**config.mk**
```make
export PLATFORM = sky130hd
export DESIGN_NAME = tfs_status_gen
export DESIGN_NICKNAME = d
export VERILOG_FILES = /design/src/verilog/tfs_pkg.sv /design/src/verilog/tfs_bus_parity.sv /design/src/verilog/tfs_cmd_loopback.sv /design/src/verilog/tfs_status_gen.sv
export VERILOG_INCLUDE_DIRS = /design/src /design/src/verilog
export SDC_FILE = /design/constraint.sdc
export NUM_CORES = 1
export LEC_CHECK = 0
export BUFFER_PORTS_ARGS = -buffer_cell sky130_fd_sc_hd__buf_2
export CORE_UTILIZATION = 45
export CTS_BUF_LIST = sky130_fd_sc_hd__clkbuf_4
export DETAILED_ROUTE_END_ITERATION = 8
export HOLD_SLACK_MARGIN = 0.12
export PLACE_DENSITY = 0.72
export SYNTH_ARGS = -nofsm -noshare
export SYNTH_HDL_FRONTEND = slang
export SYNTH_HIERARCHICAL = 1
export SYNTH_SLANG_ARGS = --single-unit
```
**constraint.sdc**
```tcl
create_clock -name mclk_in -period 6.25 [get_ports mclk_in]
set_input_delay 0.3125 -clock mclk_in [delete_from_list [all_inputs] [get_ports mclk_in]]
set_output_delay 0.3125 -clock mclk_in [all_outputs]
set_load 0.02 [all_outputs]
```
**src/verilog/tfs_params.svh**
```systemverilog
// constants of the tape formatter status generator: offsets, fields, codes, times
// assumes inclusion by bare name from the package and the top module
`ifndef TFS_PARAMS_SVH
`define TFS_PARAMS_SVH

// ----------------------------------------------------------------
// register offsets and fields
// ----------------------------------------------------------------
`define TFS_OFS_HW_CTRL      6'h00
`define TFS_OFS_TAPE_CTRL    6'h08
`define TFS_OFS_STATUS       6'h2c
`define TFS_BIT_FMT_CLEAR    14
`define TFS_FMT_MSB          14
`define TFS_FMT_LSB          12
`define TFS_SKIP_MSB         11
`define TFS_SKIP_LSB         8
`define TFS_FMT_MAX          3'h1
`define TFS_TAPE_CTRL_RST    16'h0000
`define TFS_SUB_MSB          15
`define TFS_SUB_LSB          10
`define TFS_XP_MSB           9
`define TFS_XP_LSB           8
`define TFS_CODE_MSB         5
`define TFS_CODE_LSB         0

// ----------------------------------------------------------------
// interrupt codes (octal values)
// ----------------------------------------------------------------
`define TFS_IC_DONE          6'o01
`define TFS_IC_GAIN_BURST    6'o02
`define TFS_IC_START_MARK    6'o03
`define TFS_IC_LOGIC_END     6'o03
`define TFS_IC_END_MARK      6'o04
`define TFS_IC_NOOP          6'o06
`define TFS_IC_REWIND        6'o07
`define TFS_IC_WLOCK         6'o10
`define TFS_IC_NOT_READY     6'o11
`define TFS_IC_NOT_AVAIL     6'o12
`define TFS_IC_OFFLINE       6'o13
`define TFS_IC_NO_XPORT      6'o14
`define TFS_IC_NOT_CAPABLE   6'o15
`define TFS_IC_BAD_TAPE      6'o27
`define TFS_IC_FAULT         6'o30

// ----------------------------------------------------------------
// failure subcodes (octal values)
// ----------------------------------------------------------------
`define TFS_SC_NONE          6'o00
`define TFS_SC_SENSE         6'o01
`define TFS_SC_NR_ONLINE     6'o01
`define TFS_SC_NR_FATAL      6'o02
`define TFS_SC_WF_PE         6'o06
`define TFS_SC_WF_GCR        6'o07
`define TFS_SC_BAD_RD_STAT   6'o10
`define TFS_SC_CRC_MISM      6'o11
`define TFS_SC_BUS_PAR       6'o12
`define TFS_SC_REC_LEN       6'o13
`define TFS_SC_F_INV_CMD     6'o01
`define TFS_SC_F_XFER_BUSY   6'o02
`define TFS_SC_F_WR_CTL      6'o03
`define TFS_SC_F_NO_RUN      6'o04
`define TFS_SC_F_ECC_ROM     6'o06
`define TFS_SC_F_XFER_ROM    6'o07
`define TFS_SC_F_LOOP_BASE   6'o10
`define TFS_LOOP_STEP_MAX    3'h5

// ----------------------------------------------------------------
// timing
// ----------------------------------------------------------------
`define TFS_CLK_MHZ          50
`define TFS_RUN_WAIT_US      100

`endif

```
**src/verilog/tfs_pkg.sv**
```systemverilog
// types of the tape formatter status generator
// assumes tfs_params.svh on the include path
package tfs_pkg;
	`include "tfs_params.svh"

	typedef enum logic [2:0] {ECC_WR_GCR, ECC_RD_GCR, ECC_RD_PE, ECC_WR_PE, ECC_OTHER} tfs_ecc_fmt_e;
	typedef enum logic {RUN_IDLE, RUN_WAIT} tfs_run_e;

	// selected transport condition
	typedef struct packed {
		logic       present;
		logic       online;
		logic       available;
		logic       ready;
		logic       busy_motion;
		logic       write_locked;
	} tfs_xport_s;

	// what happened in the ending operation
	typedef struct packed {
		logic        sense_updated;
		logic        start_mark_back;
		logic        end_mark_passed;
		logic        gain_burst;
		logic        double_mark;
		logic        noop;
		logic        rewind_start;
		logic        write_op;
		logic [2:0]  cap_fail;
		logic        ecc_err;
		tfs_ecc_fmt_e ecc_fmt;
		logic [3:0]  wfail_cnt;
		logic        rd_status_bad;
		logic        crc_mism;
		logic        rec_len_bad;
		logic [1:0]  xport_num;
	} tfs_event_s;

	// fault pulses reported as they occur
	typedef struct packed {
		logic       inv_cmd;
		logic       xfer_busy;
		logic       wr_ctl_err;
		logic       ecc_rom_pe;
		logic       xfer_rom_pe;
	} tfs_fault_s;
endpackage

```
**src/verilog/tfs_bus_parity.sv**
```systemverilog
// odd parity check of the host data bus, registered error pulse
// assumes data and parity valid while strobe is high
`timescale 1ns/1ps
module tfs_bus_parity #(
	parameter int WIDTH = 16
) (
	input  wire logic             clk_in,
	input  wire logic             rst_n_in,
	input  wire logic             strobe_in,
	input  wire logic [WIDTH-1:0] data_in,
	input  wire logic             parity_in,
	output logic                  err_out
);
	always_ff @(posedge clk_in or negedge rst_n_in)
	begin
		if (!rst_n_in)
			err_out <= 1'b0;
		else
			err_out <= strobe_in & ~(^{data_in, parity_in});
	end
endmodule // tfs_bus_parity

```
**src/verilog/tfs_cmd_loopback.sv**
```systemverilog
// compares the command read back from the read microcontroller with the loaded one
// assumes the loaded command is held until the readback strobe
`timescale 1ns/1ps
module tfs_cmd_loopback #(
	parameter int WIDTH = 8
) (
	input  wire logic             clk_in,
	input  wire logic             rst_n_in,
	input  wire logic             check_in,
	input  wire logic [WIDTH-1:0] loaded_in,
	input  wire logic [WIDTH-1:0] readback_in,
	input  wire logic [2:0]       step_in,
	output logic                  mismatch_out,
	output logic [2:0]            step_out
);
	always_ff @(posedge clk_in or negedge rst_n_in)
	begin
		if (!rst_n_in)
		begin
			mismatch_out <= 1'b0;
			step_out     <= 3'h0;
		end
		else
		begin
			mismatch_out <= check_in & (loaded_in != readback_in);
			// out-of-range steps fold onto the last one
			step_out     <= (step_in > 3'h5) ? 3'h5 : step_in;
		end
	end
endmodule // tfs_cmd_loopback

```
**src/verilog/tfs_status_gen.sv**
```systemverilog
// non-data status word generator of the tape formatter, with register port
// assumes synchronous inputs, one-cycle op_end and fault pulses from formatter logic
//
// The strobed register port and the register addresses were decided locally.
`timescale 1ns/1ps
`include "tfs_params.svh"

module tfs_status_gen
	import tfs_pkg::*;
#(
	parameter int RUN_WAIT_CYC = `TFS_RUN_WAIT_US * `TFS_CLK_MHZ
) (
	input  wire logic         mclk_in,
	input  wire logic         reset_n_in,
	input  wire logic [5:0]   reg_addr_in,
	input  wire logic [15:0]  reg_wdata_in,
	input  wire logic         reg_wr_in,
	input  wire logic         reg_rd_in,
	output logic [15:0]       reg_rdata_out,
	input  wire logic         op_end_in,
	input  wire tfs_event_s   event_in,
	input  wire tfs_xport_s   xport_in,
	input  wire tfs_fault_s   fault_in,
	input  wire logic         xfer_start_in,
	input  wire logic         host_run_in,
	input  wire logic         host_strobe_in,
	input  wire logic [15:0]  host_data_in,
	input  wire logic         host_parity_in,
	input  wire logic         loop_check_in,
	input  wire logic [7:0]   loop_loaded_in,
	input  wire logic [7:0]   loop_readback_in,
	input  wire logic [2:0]   loop_step_in,
	output logic [15:0]       status_word_out,
	output logic              status_valid_out,
	output logic              op_refused_out,
	output logic              data_invalid_out,
	output logic              fatal_out
);
	import tfs_pkg::*;

	// ----------------------------------------------------------------
	// reset release
	// ----------------------------------------------------------------
	logic        rst_meta_ff;
	logic        rst_n_ff;

	always_ff @(posedge mclk_in or negedge reset_n_in)
	begin
		if (!reset_n_in)
		begin
			rst_meta_ff <= 1'b0;
			rst_n_ff    <= 1'b0;
		end
		else
		begin
			rst_meta_ff <= 1'b1;
			rst_n_ff    <= rst_meta_ff;
		end
	end

	// ----------------------------------------------------------------
	// register port
	// ----------------------------------------------------------------
	logic [15:0] tape_ctrl_ff;
	logic        clear_pulse;
	logic        fmt_bad;

	assign clear_pulse = reg_wr_in && (reg_addr_in == `TFS_OFS_HW_CTRL) && reg_wdata_in[`TFS_BIT_FMT_CLEAR];

	always_ff @(posedge mclk_in or negedge rst_n_ff)
	begin
		if (!rst_n_ff)
			tape_ctrl_ff <= `TFS_TAPE_CTRL_RST;
		else if (reg_wr_in && (reg_addr_in == `TFS_OFS_TAPE_CTRL))
			tape_ctrl_ff <= reg_wdata_in;
	end

	always_ff @(posedge mclk_in or negedge rst_n_ff)
	begin
		if (!rst_n_ff)
			reg_rdata_out <= 16'h0000;
		else if (reg_rd_in)
		begin
			unique case (reg_addr_in)
				`TFS_OFS_HW_CTRL:   reg_rdata_out <= {15'h0000, fatal_out};
				`TFS_OFS_TAPE_CTRL: reg_rdata_out <= tape_ctrl_ff;
				`TFS_OFS_STATUS:    reg_rdata_out <= status_word_out;
				default:            reg_rdata_out <= 16'h0000;
			endcase
		end
		else
			reg_rdata_out <= 16'h0000;
	end

	// only normal and reversed packing exist; skip count takes any value
	// format check
	assign fmt_bad = tape_ctrl_ff[`TFS_FMT_MSB:`TFS_FMT_LSB] > `TFS_FMT_MAX;

	// ----------------------------------------------------------------
	// helpers: bus parity and command loopback
	// ----------------------------------------------------------------
	logic        par_err;
	logic        loop_mism;
	logic [2:0]  loop_step;

	tfs_bus_parity #(
		.WIDTH      (16)
	) u_parity (
		.clk_in     (mclk_in),
		.rst_n_in   (rst_n_ff),
		.strobe_in  (host_strobe_in),
		.data_in    (host_data_in),
		.parity_in  (host_parity_in),
		.err_out    (par_err)
	);

	tfs_cmd_loopback #(
		.WIDTH        (8)
	) u_loop (
		.clk_in       (mclk_in),
		.rst_n_in     (rst_n_ff),
		.check_in     (loop_check_in),
		.loaded_in    (loop_loaded_in),
		.readback_in  (loop_readback_in),
		.step_in      (loop_step_in),
		.mismatch_out (loop_mism),
		.step_out     (loop_step)
	);

	// sticky until the next ending operation, reported or not; a new error wins over the clear
	logic        par_seen_ff;

	always_ff @(posedge mclk_in or negedge rst_n_ff)
	begin
		if (!rst_n_ff)
			par_seen_ff <= 1'b0;
		else if (par_err)
			par_seen_ff <= 1'b1;
		else if (op_end_in)
			par_seen_ff <= 1'b0;
	end

	// ----------------------------------------------------------------
	// run signal watchdog
	// ----------------------------------------------------------------
	localparam int RW = $clog2(RUN_WAIT_CYC + 1);
	tfs_run_e    run_state_ff;
	logic [RW-1:0] run_cnt_ff;
	logic        run_timeout;

	assign run_timeout = (run_state_ff == RUN_WAIT) && !host_run_in && (run_cnt_ff == RW'(RUN_WAIT_CYC - 1));

	always_ff @(posedge mclk_in or negedge rst_n_ff)
	begin
		if (!rst_n_ff)
		begin
			run_state_ff <= RUN_IDLE;
			run_cnt_ff   <= '0;
		end
		else
		begin
			unique case (run_state_ff)
				RUN_IDLE:
				begin
					run_cnt_ff <= '0;
					if (xfer_start_in && !host_run_in)
						run_state_ff <= RUN_WAIT;
				end
				RUN_WAIT:
				begin
					run_cnt_ff <= run_cnt_ff + 1'b1;
					if (host_run_in || run_timeout)
						run_state_ff <= RUN_IDLE;
				end
			endcase
		end
	end

	// ----------------------------------------------------------------
	// fault selection, reported as soon as seen
	// ----------------------------------------------------------------
	logic        fault_hit;
	logic [5:0]  fault_sub;

	always_comb
	begin
		fault_hit = 1'b1;
		if (fault_in.inv_cmd)
			fault_sub = `TFS_SC_F_INV_CMD;
		else if (fault_in.xfer_busy)
			fault_sub = `TFS_SC_F_XFER_BUSY;
		else if (fault_in.wr_ctl_err || (xfer_start_in && fmt_bad))
			fault_sub = `TFS_SC_F_WR_CTL;
		else if (run_timeout)
			fault_sub = `TFS_SC_F_NO_RUN;
		else if (fault_in.ecc_rom_pe)
			fault_sub = `TFS_SC_F_ECC_ROM;
		else if (fault_in.xfer_rom_pe)
			fault_sub = `TFS_SC_F_XFER_ROM;
		else if (loop_mism)
			fault_sub = `TFS_SC_F_LOOP_BASE + {3'h0, loop_step};
		else
		begin
			fault_hit = 1'b0;
			fault_sub = `TFS_SC_NONE;
		end
	end

	// ----------------------------------------------------------------
	// operation end: code and subcode
	// ----------------------------------------------------------------
	logic [5:0]  end_code;
	logic [5:0]  end_sub;
	logic        end_refuse;
	logic        end_invalid;
	logic [5:0]  sense_sub;

	assign sense_sub = event_in.sense_updated ? `TFS_SC_SENSE : `TFS_SC_NONE;

	always_comb
	begin
		end_code    = `TFS_IC_DONE;
		end_sub     = sense_sub;
		end_refuse  = 1'b1;
		end_invalid = 1'b0;
		if (fatal_out)
		begin
			end_code = `TFS_IC_NOT_READY;
			end_sub  = `TFS_SC_NR_FATAL;
		end
		else if (!xport_in.present)
		begin
			end_code = `TFS_IC_NO_XPORT;
			end_sub  = `TFS_SC_NONE;
		end
		else if (!xport_in.online)
		begin
			end_code = `TFS_IC_OFFLINE;
			end_sub  = `TFS_SC_NONE;
		end
		else if (!xport_in.available)
		begin
			end_code = `TFS_IC_NOT_AVAIL;
			end_sub  = `TFS_SC_NONE;
		end
		else if (xport_in.busy_motion)
		begin
			end_code = `TFS_IC_NOT_READY;
			end_sub  = `TFS_SC_NONE;
		end
		else if (!xport_in.ready)
		begin
			end_code = `TFS_IC_NOT_READY;
			end_sub  = `TFS_SC_NR_ONLINE;
		end
		else if (event_in.write_op && xport_in.write_locked)
		begin
			end_code = `TFS_IC_WLOCK;
			end_sub  = `TFS_SC_NONE;
		end
		else if (event_in.cap_fail != 3'h0)
		begin
			end_code = `TFS_IC_NOT_CAPABLE;
			end_sub  = {3'h0, event_in.cap_fail};
		end
		else
		begin
			end_refuse = 1'b0;
			end_code   = `TFS_IC_BAD_TAPE;
			if (event_in.ecc_err)
				end_sub = {3'h0, event_in.ecc_fmt} + 6'h01;
			else if ((event_in.ecc_fmt == ECC_WR_PE) && (event_in.wfail_cnt != 4'h0))
				end_sub = `TFS_SC_WF_PE;
			else if ((event_in.ecc_fmt == ECC_WR_GCR) && (event_in.wfail_cnt > 4'h1))
				end_sub = `TFS_SC_WF_GCR;
			else if (event_in.rd_status_bad)
				end_sub = `TFS_SC_BAD_RD_STAT;
			else if (event_in.crc_mism)
				end_sub = `TFS_SC_CRC_MISM;
			else if (par_seen_ff || par_err)
				end_sub = `TFS_SC_BUS_PAR;
			else if (event_in.rec_len_bad)
			begin
				end_sub     = `TFS_SC_REC_LEN;
				end_invalid = 1'b1;
			end
			else if (event_in.rewind_start)
			begin
				end_code = `TFS_IC_REWIND;
				end_sub  = `TFS_SC_NONE;
			end
			else if (event_in.noop)
			begin
				end_code = `TFS_IC_NOOP;
				end_sub  = `TFS_SC_NONE;
			end
			else if (event_in.start_mark_back)
			begin
				end_code = `TFS_IC_START_MARK;
				end_sub  = `TFS_SC_NONE;
			end
			else if (event_in.double_mark)
			begin
				end_code = `TFS_IC_LOGIC_END;
				end_sub  = `TFS_SC_NONE;
			end
			else if (event_in.gain_burst)
			begin
				end_code = `TFS_IC_GAIN_BURST;
				end_sub  = `TFS_SC_NONE;
			end
			else if (event_in.end_mark_passed)
			begin
				end_code = `TFS_IC_END_MARK;
				end_sub  = sense_sub;
			end
			else
			begin
				end_code = `TFS_IC_DONE;
				end_sub  = sense_sub;
			end
		end
	end

	// ----------------------------------------------------------------
	// fatal state and status word
	// ----------------------------------------------------------------
	// fatal until clear; a fault in the clear cycle keeps it set
	always_ff @(posedge mclk_in or negedge rst_n_ff)
	begin
		if (!rst_n_ff)
			fatal_out <= 1'b0;
		else if (fault_hit)
			fatal_out <= 1'b1;
		else if (clear_pulse)
			fatal_out <= 1'b0;
	end

	// faults take the word over an ending operation in the same cycle
	// word layout
	always_ff @(posedge mclk_in or negedge rst_n_ff)
	begin
		if (!rst_n_ff)
		begin
			status_word_out  <= 16'h0000;
			status_valid_out <= 1'b0;
			op_refused_out   <= 1'b0;
			data_invalid_out <= 1'b0;
		end
		else
		begin
			status_valid_out <= fault_hit | op_end_in;
			op_refused_out   <= ~fault_hit & op_end_in & end_refuse;
			data_invalid_out <= ~fault_hit & op_end_in & end_invalid;
			if (fault_hit)
				status_word_out <= {fault_sub, event_in.xport_num, 2'b00, `TFS_IC_FAULT};
			else if (op_end_in)
				status_word_out <= {end_sub, event_in.xport_num, 2'b00, end_code};
		end
	end
endmodule // tfs_status_gen
```
---- After elaboration in Yosys (flattened, before gate mapping) ----
Index checks and enable logic that the tools add are counted.
Widths: inputs -> output; s select.
storage, ports and cells
  memory bits (read-only) ................. 0
  output and inout bits ................... 36
  word-level logic and storage cells ...... 149
  memories ................................ 0
  bits in latches ......................... 0
  register bits ........................... 74
  RAM bits ................................ 0
  bits of input ports ..................... 102
cells by class
  multiplexer cells ....................... 92
  reduce and logical (&&, ||, !) cells .... 22
  $add $sub $neg .......................... 3
  multipliers ............................. 0
  shift operators ......................... 0
  div/mod/pow operators ................... 0
  $lt $le $gt $ge ......................... 3
  bitwise operators ....................... 9
  equal/unequal tests ..................... 5
operators with widths
  kind                   count
  $mux 5                 22
  $mux 4                 15
  $mux 16                3
  $pmux 16 s3            1
  $mux 1                 42
  $pmux 13 s2            1
  $mux 3                 7
  $reduce_xor 17->1      1
  $add 13x1->13 const B  1
  $eq 13x13->1 const B   1
  $logic_and 1x1->1      10
  $ne 8x8->1             1
  $eq 6x4->1 const B     1
  $eq 6x6->1 const B     1
  $logic_not 6->1        1
  $reduce_bool 2->1      3
  $add 4x3->5 const A    1
  $and 1x1->1            5
  $add 3x1->4 const B    1
  $gt 4x1->1 const B     1
  $reduce_bool 4->1      1
  $eq 3x2->1 const B     1
  $gt 3x1->1 const B     1
  $gt 3x3->1 const B     1
  7 further kinds        11

---- Depth between registers and ports, before layout ----
Gate-level depths: netlist of run 1.
  depth in word-level cells ............... 23
  gate-level depth with buffers ........... 7
  gate-level depth less buffers ........... 7

---- Cells and area by module ----
The synthesis of run 1 kept the hierarchy.
by module, submodules not included
  module            seq. area each (µm²)  cells an instance  area each (µm²)  times used
  tfs_status_gen    1601.5                287                3156.8           1
  tfs_cmd_loopback  100.1                 18                 207.7            1
  tfs_bus_parity    25.0                  17                 186.4            1

---- Worst setup path before layout of run 1 ----
Ideal clock, no wire load.
  kind .................................... input port to flip-flop
  start ................................... in reg_addr_in[1]
  end ..................................... reg tape_ctrl_ff[0]
  path slack .............................. 4.485 ns
  required time ........................... 6.125 ns
  arrival time ............................ 1.640 ns
  path buffers ............................ 2
  library setup time ...................... 0.125 ns
  stages .................................. 7
  path through ............................ or3_4 > nor3_4 > and2_1 > buf_4 > nand2_4 > buf_6 > mux2_4
between the ends
  cells in the longest elaborated chain, start to end .. 2
ends and longest elaborated chain
  element                 line                  RTL
  start: declaration      tfs_status_gen.sv:15  input wire logic [5:0] reg_addr_in,
  $eq 6x4->1              -
  $logic_and 1x1->1       tfs_status_gen.sv:74  else if (reg_wr_in && (reg_addr_in == `TFS_OFS_TAPE_CTRL))
  end signal: assignment  tfs_status_gen.sv:73  tape_ctrl_ff <= `TFS_TAPE_CTRL_RST;
  end signal: assignment  tfs_status_gen.sv:75  tape_ctrl_ff <= reg_wdata_in;
  end: declaration        tfs_status_gen.sv:64  logic [15:0] tape_ctrl_ff;
No other way between the ends.
A chain may end at the register's enable or synchronous reset.

---- Final worst setup path of run 1 ----
  start ................................... in fault_in[4] (netlist name)
  end ..................................... reg status_word_out[9]
between the ends
  cells in the longest elaborated chain, start to end .. 2
  elaborated cells between the ends (all ways) .. 3
  classes of those cells .................. 2 x mux; 1 x reduce/logical
ends and longest elaborated chain
  element                                       line                   RTL
  start: declaration                            tfs_status_gen.sv:23   input wire tfs_fault_s fault_in,
  $mux 1 (*)                                    tfs_status_gen.sv:188  if (fault_in.inv_cmd)
  $mux 16 or $reduce_bool 2->1 (tied branches)  -
  end signal: assignment                        tfs_status_gen.sv:356  status_word_out <= {fault_sub, event_in.xport_num, 2'b00, `TFS_IC_FAULT};
  end signal: assignment                        tfs_status_gen.sv:358  status_word_out <= {end_sub, event_in.xport_num, 2'b00, end_code};
  end: declaration                              tfs_status_gen.sv:33   output logic [15:0] status_word_out,
Every way passes the cells marked *; elsewhere a longest branch is shown, timed or not.

==> flow_summary.toml, run 1 <==
[cells_and_area]
syn_to_final_growth_pct = 26.5
nets = 570
mostFrequentLayoutCells = "buf_2, dfrtp_1, nor2_1"
drive_gt1_share_pct = 37.3
num-fill-cells = 702
layout_commonest_cell = "buf_2"
insertedDiodeCount = 0
stdcell_count = 571

[worst_setup_path]
startpoint_type = "input pin"
ff2ff_path_depth = 5
regToRegSetupSlack_ns = 3.84
cp.buffers_inverters = 2
crit_path_max_incr_delay_ns = 0.56
crit_chain = "dlygate4sd3_1 -> buf_2 -> nor4_1 -> nand4b_1 -> nor2_1 -> mux2_2"
path_max_fanout = 13
timing.rr.start = "tape_ctrl_ff[14]"
path_delay_family = "simple AND/OR/NAND/NOR gates"
cp.required_ns = 6.54
crit_start = "fault_in[4]"
worst-endpoint-arrival_ns = 2.78
rr_endpoint = "status_word_out[9]"
end_kind = "flip-flop"
path_class = "input pin to flip-flop"
slowest_stage = "nand4b_1"

[cts]
clk_pin_slew_ns = 0.11
clock-sinks = 69
htree_levels = 3
cts_root_buf = "clkbuf_4"
cts_tree = "done"
cts_buffers = 9
cts_buffer_depth = 2
clk_latency_ns = 0.40

[timing]
relSlewSlack_pct = 42.0
post-route-period-util_pct = 39.9
tightest_slew_ns = 0.867
finalCriticalPeriod_ns = 2.49
slew_violations = 0
rsz0062_at_grt = "false"
max_freq_mhz = 401
finalHoldViolCount = 0
fin_tns_setup_ns = 0
setup_viol = 0
fin_skew_ns = 0.0160

[power_and_ir_drop]
power_density_nw_per_um2 = 204
leakage_nw = 2.26
vdd_drop_max_uv = 79.8

[floorplanning]
io_pins = 138
start_util_pct = 46.2
core_um2 = 7690
dieArea_um2 = 8250
die_h_um = 90.8
die_x_um = 90.8
core.rowCount = 32

[grt]
grt_start_max_net_pins = 68
antenna_found_initial = 0
grt_pass1_vias = 2912
gr-total-overflow = 0
grt_pass1_wl_um = 13900
grt_util_all_layers_pct = 21.6

[synth]
synth_edf_count = 0
synth_seq_cells = 69
async_flop_share_pct = 100
yosysSeqAreaShare_pct = 48.6
ys_warn_count = 6
ys_types = 59
avgSynthCellArea_um2 = 11.0
synth_cells = 322
synth_flop_cell = "dfrtp_1"
netlist_area_um2 = 3550

[routing]
first_iter_violations = 132
vias = 2943
drt-total-wl_um = 8490
post_drt_via_cell_ratio = 5.15
wl_per_cell_um = 14.9
drt_pass1_iterations = 4
drc = 0
postRouteAntennaNets = 0

[status]
status = "complete, no violations"

[hold_path]
holdCritStartpoint = "reg_wdata_in[0]"
whs_path_depth = 2
hold_class = "input pin to flip-flop"
hold_end = "tape_ctrl_ff[0]"

[place]
gp_congestion = 0.827
numPortBuffers = 132
dp.cells = 547
dpl.hpwl_um = 6580

[flow_run]
max-cap-violations = 0
==> flip-flops by register name (all words and copies together), names as in the netlist, 3 cells and up <==
register         flops
reg_rdata_out       16
run_cnt_ff          13
status_word_out     11
tape_ctrl_ff        16
u_loop/step_out      3
==> power breakdown <==
group          switching (mW)  total, mW  internal (mW)
clock network           0.151      0.279          0.129
registers              0.0185      0.490          0.471
logic                  0.0680      0.148         0.0804
==> area by class of cell <==
cell class	instances	area, um2	share of cell area (%)
Sequential cell	69	1730	38.5
Clock buffer	11	82.6	1.84
Timing Repair Buffer	141	748	16.7
Multi-Input combinational cell	234	1720	38.3
Tap cell	102	128	2.84
Inverter	9	33.8	0.752
Clock inverter	5	51.3	1.14
==> what timing repair did <==
item	4_1_cts	5_1_grt
endpoints found under the setup margin	0	0
buffers inserted	0	0
hold buffers	6	2
gates resized for setup	0	0
endpoints found under the hold margin	7	2
==> Yosys cell counts (2+ instances only) <==
cell type | n | area, um2
a2111oi_0 | 2 | 17.5
a211o_1 | 3 | 26.3
a211oi_1 | 3 | 22.5
a21o_1 | 4 | 30.0
a21oi_1 | 8 | 40.0
a22oi_1 | 11 | 82.6
a31oi_1 | 2 | 12.5
and2_1 | 14 | 87.6
and3_1 | 7 | 43.8
buf_2 | 3 | 15.0
buf_4 | 6 | 45.0
clkbuf_1 | 4 | 15.0
conb_1 | 2 | 7.51
dfrtp_1 | 69 | 1730
ha_1 | 4 | 50.1
inv_1 | 8 | 30.0
mux2_2 | 10 | 113
mux2_4 | 10 | 150
nand2_1 | 14 | 52.6
nand2b_1 | 5 | 31.3
nand3_1 | 8 | 40.0
nand4_1 | 8 | 50.1
nand4b_1 | 3 | 26.3
nor2_1 | 20 | 75.1
nor2b_1 | 8 | 50.1
nor3_1 | 8 | 40.0
nor3b_1 | 3 | 22.5
nor4_1 | 4 | 25.0
o21a_1 | 2 | 15.0
o21ai_0 | 7 | 35.0
o21bai_1 | 3 | 22.5
or3_1 | 3 | 18.8
xnor2_1 | 16 | 140
xnor3_1 | 2 | 45.0
xor2_1 | 14 | 123
==> worst max-delay path by stage <==
stage	cells after the start	to	slack [ns]
finish	6	status_word_out[9]	3.76
global route	6	status_word_out[9]	3.58
CTS	6	status_word_out[9]	3.76
detailed placement	5	status_word_out[9]	3.80
global placement	6	tape_ctrl_ff[4]	4.00
floorplan	0	data_invalid_out	4.19
==> logic make-up (layout without fill, tap and decap cells) <==
| group | count (synthesis) | count (layout) | synth area share [%] |
|---|---|---|---|
| compound gates | 56 | 56 | 11.4 |
| xor+xnor | 32 | 32 | 8.67 |
| fa+ha+maj | 4 | 4 | 1.41 |
| buf+inv | 23 | 166 | 3.38 |
| flops | 69 | 69 | 48.6 |
| mux | 21 | 21 | 7.68 |
| other cells | 2 | 6 | 0.211 |
| simple gates | 115 | 115 | 18.6 |
==> per-layer routing <==
metal	up-vias	global-route usage, %	part of all wire (%)
li1	1436	-	-
met1	1367	28.6	45
met2	133	34.0	46
met3	7	6.48	7.9
met4	0	6.75	1.0
met5	-	0	0
==> per-stage QoR <==
stage | cell area [um2] | utilization [%] | power, mW | hold WS (ns) | worst slack, ns
after detailed placement | 4280 | 55.6 | 0.644 | 0.104 | 3.80
final | 4490 | 58.4 | 0.917 | 0.148 | 3.76
after floorplan | 3570 | - | 0.582 | 0.0169 | 4.19
after CTS | 4470 | 58.2 | 0.928 | 0.122 | 3.76
after global routing | 4490 | 58.4 | 0.966 | 0.120 | 3.58
after global placement | 4280 | 55.6 | 0.637 | 0.0969 | 4.00
Note: power is estimated with default switching activity, not from simulation.
==> run 2, diff against run 1 <==
--- a/config.mk
+++ b/config.mk
@@ -6,12 +6,13 @@
 export SDC_FILE = /design/constraint.sdc
 export NUM_CORES = 1
 export LEC_CHECK = 0
+export ABC_AREA = 1
 export BUFFER_PORTS_ARGS = -buffer_cell sky130_fd_sc_hd__buf_2
 export CORE_UTILIZATION = 45
 export CTS_BUF_LIST = sky130_fd_sc_hd__clkbuf_4
 export DETAILED_ROUTE_END_ITERATION = 8
 export HOLD_SLACK_MARGIN = 0.12
-export PLACE_DENSITY = 0.72
+export PLACE_DENSITY = 0.73
 export SYNTH_ARGS = -nofsm -noshare
 export SYNTH_HDL_FRONTEND = slang
 export SYNTH_HIERARCHICAL = 1
==> constraint.sdc (replaced) <==
create_clock -name mclk_in -period 2.1 [get_ports mclk_in]
set_input_delay 0.105 -clock mclk_in [delete_from_list [all_inputs] [get_ports mclk_in]]
set_output_delay 0.105 -clock mclk_in [all_outputs]
set_load 0.02 [all_outputs]
==> run 2 against run 1 <==
  * Setup slack got worse by 3.6 ns
  * Critical endpoint is now status_word_out[10]
  * Cell count rose by 44%
  * Via count rose by 33%
  * Largest power group unchanged
  * Register-to-register slack got worse by 3.6 ns
  * Clock-buffer cell count fell by 2
  * Total power rose to 3.1 times the previous value
  * Largest cell class is now multi-input combinational cells
==> flow_summary.toml, run 2 <==
[cells_and_area]
mostFrequentLayoutCells = "nand2_1, buf_2, inv_1"
syn_to_final_growth_pct = 37.7
num-fill-cells = 705
insertedDiodeCount = 0
layout_commonest_cell = "nand2_1"
fin_util_pct = 64.5
nets = 816
top_regs = "reg_rdata_out x16, tape_ctrl_ff x16, run_cnt_ff x13"
drive_gt1_share_pct = 27.1

[routing]
drt_pass1_iterations = 4
drc = 0
drt-total-wl_um = 9770
post_drt_via_cell_ratio = 4.77
wl_per_cell_um = 11.9
first_iter_violations = 154
vias = 3914
postRouteAntennaNets = 0

[hold_path]
hold_end = "status_word_out[11]"
hold_class = "input pin to flip-flop"
whs_path_depth = 5
holdCritStartpoint = "fault_in[1]"

[worst_setup_path]
worst-endpoint-arrival_ns = 2.36
cp.required_ns = 2.47
startpoint_type = "input pin"
path_max_fanout = 2
timing.rr.start = "run_cnt_ff[0]"
regToRegSetupSlack_ns = 0.23
end_kind = "flip-flop"
crit_start = "event_in[10]"
ff2ff_path_depth = 7
path_class = "input pin to flip-flop"
rr_endpoint = "run_state_ff"

[synth]
synth_seq_cells = 69
synth_most_common_cell = "nand2_1"
synth_edf_count = 0
yosysSeqAreaShare_pct = 44.6
synth_flop_cell = "dfrtp_1"
async_flop_share_pct = 100
synthTopCellsByCount = "nand2_1, inv_1, dfrtp_1, nor2_1, a21oi_1"
ys_types = 46
ys_warn_count = 6
synth_top_area_share_pct = 44.6
synth_area_leaders = "dfrtp_1, nand2_1, inv_1, nor2_1, a21oi_1"
netlist_area_um2 = 3870
avgSynthCellArea_um2 = 7.49
synth_cells = 517
synth_top_cell_by_area = "dfrtp_1"

[power_and_ir_drop]
power_density_nw_per_um2 = 530
p_comb_share_pct = 18.7
internal_power_mw = 2.01
leakage_nw = 2.97
power_switching_uw = 808
power_frac_seq_pct = 50.8
swShare_pct = 28.6
vdd_drop_max_uv = 312
power_mw = 2.82
p_clk_share_pct = 30.5

[timing]
tightest_slew_ns = 0.589
rsz0062_at_grt = "false"
finalCriticalPeriod_ns = 1.99
whs_ns = 0.141
finalHoldViolCount = 0
post-route-period-util_pct = 94.6
slew_violations = 0
fin_skew_ns = 0.0182
setup_viol = 0
max_freq_mhz = 504
fin_tns_setup_ns = 0
relSlewSlack_pct = 60.6

[cts]
clk_pin_slew_ns = 0.13
clk_latency_ns = 0.42
cts_root_buf = "clkbuf_4"
cts_setup_buffers = 0
htree_levels = 3
cts_tree = "done"
clock-sinks = 69
cts_buffers = 9
cts_buffer_depth = 2

[place]
dpl.hpwl_um = 7160
numPortBuffers = 132
gp_congestion = 0.856

[floorplanning]
io_pins = 138
die_h_um = 94.8
die_x_um = 94.8
core_um2 = 8260
core.rowCount = 33
start_util_pct = 46.9
dieArea_um2 = 8980

[grt]
grt_use_met2_pct = 41.1
gr-total-overflow = 0
grt_util_all_layers_pct = 23.3
grt_start_max_net_pins = 68
grtUsageMet1_pct = 27.7
use_met3_pct = 3.62
grt_pass1_vias = 3759
antenna_found_initial = 0
busiest_layer = "met2"
grt_pass1_wl_um = 16100

[status]
status = "complete, no violations"

[flow_run]
max-cap-violations = 0
run 2: changes by cell type after synthesis, sizes merged, moves of 12 or more:
cell	previous run	this run
a21oi	8	34
nor2	20	52
xnor2	16	2
xor2	14	2
nand2	15	175
inv	9	86
and2	14	0
run 2: area by class of cell:
class | instances | area, um2 | area share (%)
multi-input cells | 356 | 1780 | 33.4
repair buffers | 188 | 1220 | 22.9
inverters | 86 | 328 | 6.15
flip-flops and latches | 69 | 1730 | 32.4
well taps | 105 | 131 | 2.46
clock inverters | 7 | 73.8 | 1.38
clock buffers | 9 | 67.6 | 1.27
run 2: cells by family after synthesis:
logic type,share of synthesized area [%]
AOI/OAI and AO/OA,9.05
xor gates and xnor gates,0.905
adders and majority gates,1.29
buffers and inverters,9.95
DFF,44.6
muxes,3.20
other,0.194
and+or+nand+nor,30.8
run 2: routing by layer:
layer | part of all wire (%) | wire length [um] | vias to the layer above
li1 | - | - | 1991
met1 | 41 | 4040 | 1752
met2 | 50 | 4890 | 149
met3 | 6.0 | 590 | 22
met4 | 2.6 | 250 | 0
met5 | 0 | 0 | -
run 2: stage by stage:
stage / cell area (um2) / setup WS (ns) / cells
after floorplan: 3890 / 0.0363 / 521
after detailed placement: 4680 / 0.337 / 753
after global placement: 4680 / 0.415 / 753
final: 5330 / 0.114 / 820
after global routing: 5330 / 0.0000688 / 820
after CTS: 5330 / 0.186 / 820
run 2: worst max path at each step:
stage | to | slack [ns] | cells past startpoint
4_1_cts | status_word_out[10] | 0.19 | 16
6_report | status_word_out[10] | 0.11 | 16
5_1_grt | status_word_out[10] | 0.00007 | 16
3_5_place_dp | status_word_out[11] | 0.34 | 10
3_3_place_gp | status_word_out[12] | 0.42 | 10
2_1_floorplan | data_invalid_out | 0.04 | 0
run 2: power groups by stage:
stage	combinational (mW)	sequential [mW]	clock, mW
final	0.527	1.44	0.860
after global routing	0.595	1.44	0.935
after CTS	0.524	1.43	0.883
after detailed placement	0.445	1.46	0
after global placement	0.433	1.46	0
after floorplan	0.247	1.48	0
run 2: critical path, cell delays in order:
cell and delay (ns):
dlygate4sd3_1 0.53, buf_2 0.13, ha_1 0.18, ha_1 0.19, o21ai_1 0.11, nand2_1 0.07, inv_1 0.05, nand2_1 0.04
nand2_1 0.05, nand2_1 0.04, nand2_1 0.05, nand2_1 0.05, nand2_1 0.07, dlygate4sd3_1 0.56, nand2_1 0.06, nand2_1 0.05
run 2: repair_timing:
action                                 CTS  global route
gates resized for setup                  0             0
hold buffers                            51             0
endpoints found under the hold margin   51             0
==> run 3, diff against run 2 <==
--- a/config.mk
+++ b/config.mk
@@ -6,13 +6,12 @@
 export SDC_FILE = /design/constraint.sdc
 export NUM_CORES = 1
 export LEC_CHECK = 0
-export ABC_AREA = 1
 export BUFFER_PORTS_ARGS = -buffer_cell sky130_fd_sc_hd__buf_2
 export CORE_UTILIZATION = 45
 export CTS_BUF_LIST = sky130_fd_sc_hd__clkbuf_4
 export DETAILED_ROUTE_END_ITERATION = 8
 export HOLD_SLACK_MARGIN = 0.12
-export PLACE_DENSITY = 0.73
+export PLACE_DENSITY = 0.75
 export SYNTH_ARGS = -nofsm -noshare
 export SYNTH_HDL_FRONTEND = slang
 export SYNTH_HIERARCHICAL = 1
==> run 3 against run 2 <==
  * Clock skew shrank 0.0033 ns
  * First-iteration DRC count shrank 15%
  * Critical path depth shrank 11
  * Cell count shrank 24%
  * Wire length shrank 3.1%
  * Via count shrank 17%
  * Largest cell class is now registers
  * Largest power group unchanged
  * Highest routed layer unchanged
==> flow_summary.toml, run 3 (synthesis gave the netlist of run 1 again) <==
[grt]
grt_start_max_net_pins = 68
grt_pass1_wl_um = 15600
antenna_found_initial = 0
gr-total-overflow = 0
grt_util_all_layers_pct = 23.7
grt_pass1_vias = 3241

[timing]
fin_tns_setup_ns = 0
max_freq_mhz = 521
whs_ns = 0.150
slew_violations = 0
rsz0062_at_grt = "false"
fin_skew_ns = 0.0149
setup_viol = 0
post-route-period-util_pct = 91.4
relSlewSlack_pct = 47.8
finalCriticalPeriod_ns = 1.92
finalHoldViolCount = 0
tightest_slew_ns = 0.778
setup_ws_ns = 0.180

[worst_setup_path]
cp.required_ns = 2.40
end_kind = "flip-flop"
worst-endpoint-arrival_ns = 2.22
startpoint_type = "flip-flop"
path_max_fanout = 6
regToRegSetupSlack_ns = 0.18
path_class = "flip-flop to flip-flop"

[hold_path]
hold_class = "input pin to flip-flop"

[status]
status = "complete, no violations"

[power_and_ir_drop]
power_frac_seq_pct = 47.1
internal_power_mw = 2.31
leakage_nw = 2.50
vdd_drop_max_uv = 336
p_clk_share_pct = 36.1
swShare_pct = 25.2
power_switching_uw = 779
p_comb_share_pct = 16.8
power_density_nw_per_um2 = 610

[cts]
clk_latency_ns = 0.41
cts_buffers = 9
clk_pin_slew_ns = 0.12
cts_tree = "done"
htree_levels = 3
cts_setup_buffers = 0
cts_root_buf = "clkbuf_4"
cts_buffer_depth = 2
clock-sinks = 69

[routing]
post_drt_via_cell_ratio = 5.22
drt_pass1_iterations = 4
drt-total-wl_um = 9470
vias = 3249
drc = 0
first_iter_violations = 131
wl_per_cell_um = 15.2
postRouteAntennaNets = 0

[flow_run]
max-cap-violations = 0

[floorplanning]
die_x_um = 90.8
die_h_um = 90.8
core.rowCount = 32
core_um2 = 7690
start_util_pct = 46.2
io_pins = 138
dieArea_um2 = 8250

[cells_and_area]
num-fill-cells = 615
layout_commonest_cell = "buf_2"
syn_to_final_growth_pct = 42.5
nets = 621
fin_util_pct = 65.8
insertedDiodeCount = 0
drive_gt1_share_pct = 35.0
mostFrequentLayoutCells = "buf_2, dfrtp_1, dlygate4sd3_1"
top_regs = "reg_rdata_out x16, tape_ctrl_ff x16, run_cnt_ff x13"

[place]
place_ws_ns = 0.137
gp_congestion = 0.818
numPortBuffers = 132
dpl.hpwl_um = 6370
[run 3: cell count changes in the layout (fill, tap and decap cells not counted), moves of 12 or more]
cell,delta
a21oi_1,-22
nor2_1,-29
inv_1,-75
xor2_1,+12
nand2_1,-154
xnor2_1,+14
and2_1,+14
[run 3: path summary, 6_finish.rpt]
kind / start / endpoint / depth (start not counted)
setup / recovery: run_cnt_ff[3] / status_word_out[10] / 5
hold / removal: loop_loaded_in[0] / u_loop/mismatch_out / 4
setup reg to reg: run_cnt_ff[3] / status_word_out[10] / 5
hold reg to reg: rst_n_ff / run_cnt_ff[0] / 1
max in group asynchronous: reset_n_in / rst_n_ff / 3
min in group asynchronous: rst_n_ff / run_cnt_ff[0] / 1
[run 3: timing repair]
item	4_1_cts	5_1_grt
setup endpoints to repair	0	2
hold endpoints to repair	44	0
gates resized for setup	0	1
hold buffers	54	0
[run 3: cell type report]
type	instances	area, um2	share of cell area, %
Clock inverter	7	124	2.45
Clock buffer	9	67.6	1.33
Sequential cell	69	1730	34.1
Tap cell	102	128	2.52
Multi-Input combinational cell	234	1720	34.0
Inverter	9	33.8	0.667
Timing Repair Buffer	192	1260	24.9
[run 3: power by group through the flow]
| stage | Combinational, mW | Sequential (mW) | Clock (mW) |
|---|---|---|---|
| 2_1_floorplan | 0.242 | 1.49 | 0 |
| 3_3_place_gp | 0.428 | 1.47 | 0 |
| 3_5_place_dp | 0.439 | 1.48 | 0 |
| 4_1_cts | 0.516 | 1.45 | 1.13 |
| 5_1_grt | 0.569 | 1.46 | 1.19 |
| 6_report | 0.518 | 1.46 | 1.11 |
[run 3: routing by layer]
layer	wire length (um)	global-route usage, %	up-vias
met1	4060	30.6	1562
met2	4780	40.5	138
li1	-	-	1533
met5	0	0	-
met4	160	8.99	0
met3	470	3.28	16
[run 3: per-stage QoR]
stage	power (mW)	cells	area, um2
after detailed placement	1.92	552	4330
final	3.09	622	5060
after CTS	3.10	622	5060
after global placement	1.90	552	4330
after global routing	3.22	622	5060
after floorplan	1.73	326	3570
[run 3: critical path, stage by stage, from the launching register on]
cell and delay (ns):
dfrtp_1 0.47, nor4b_1 0.42, nand4_1 0.29, nand4b_1 0.27
a311oi_1 0.07, a211o_1 0.30
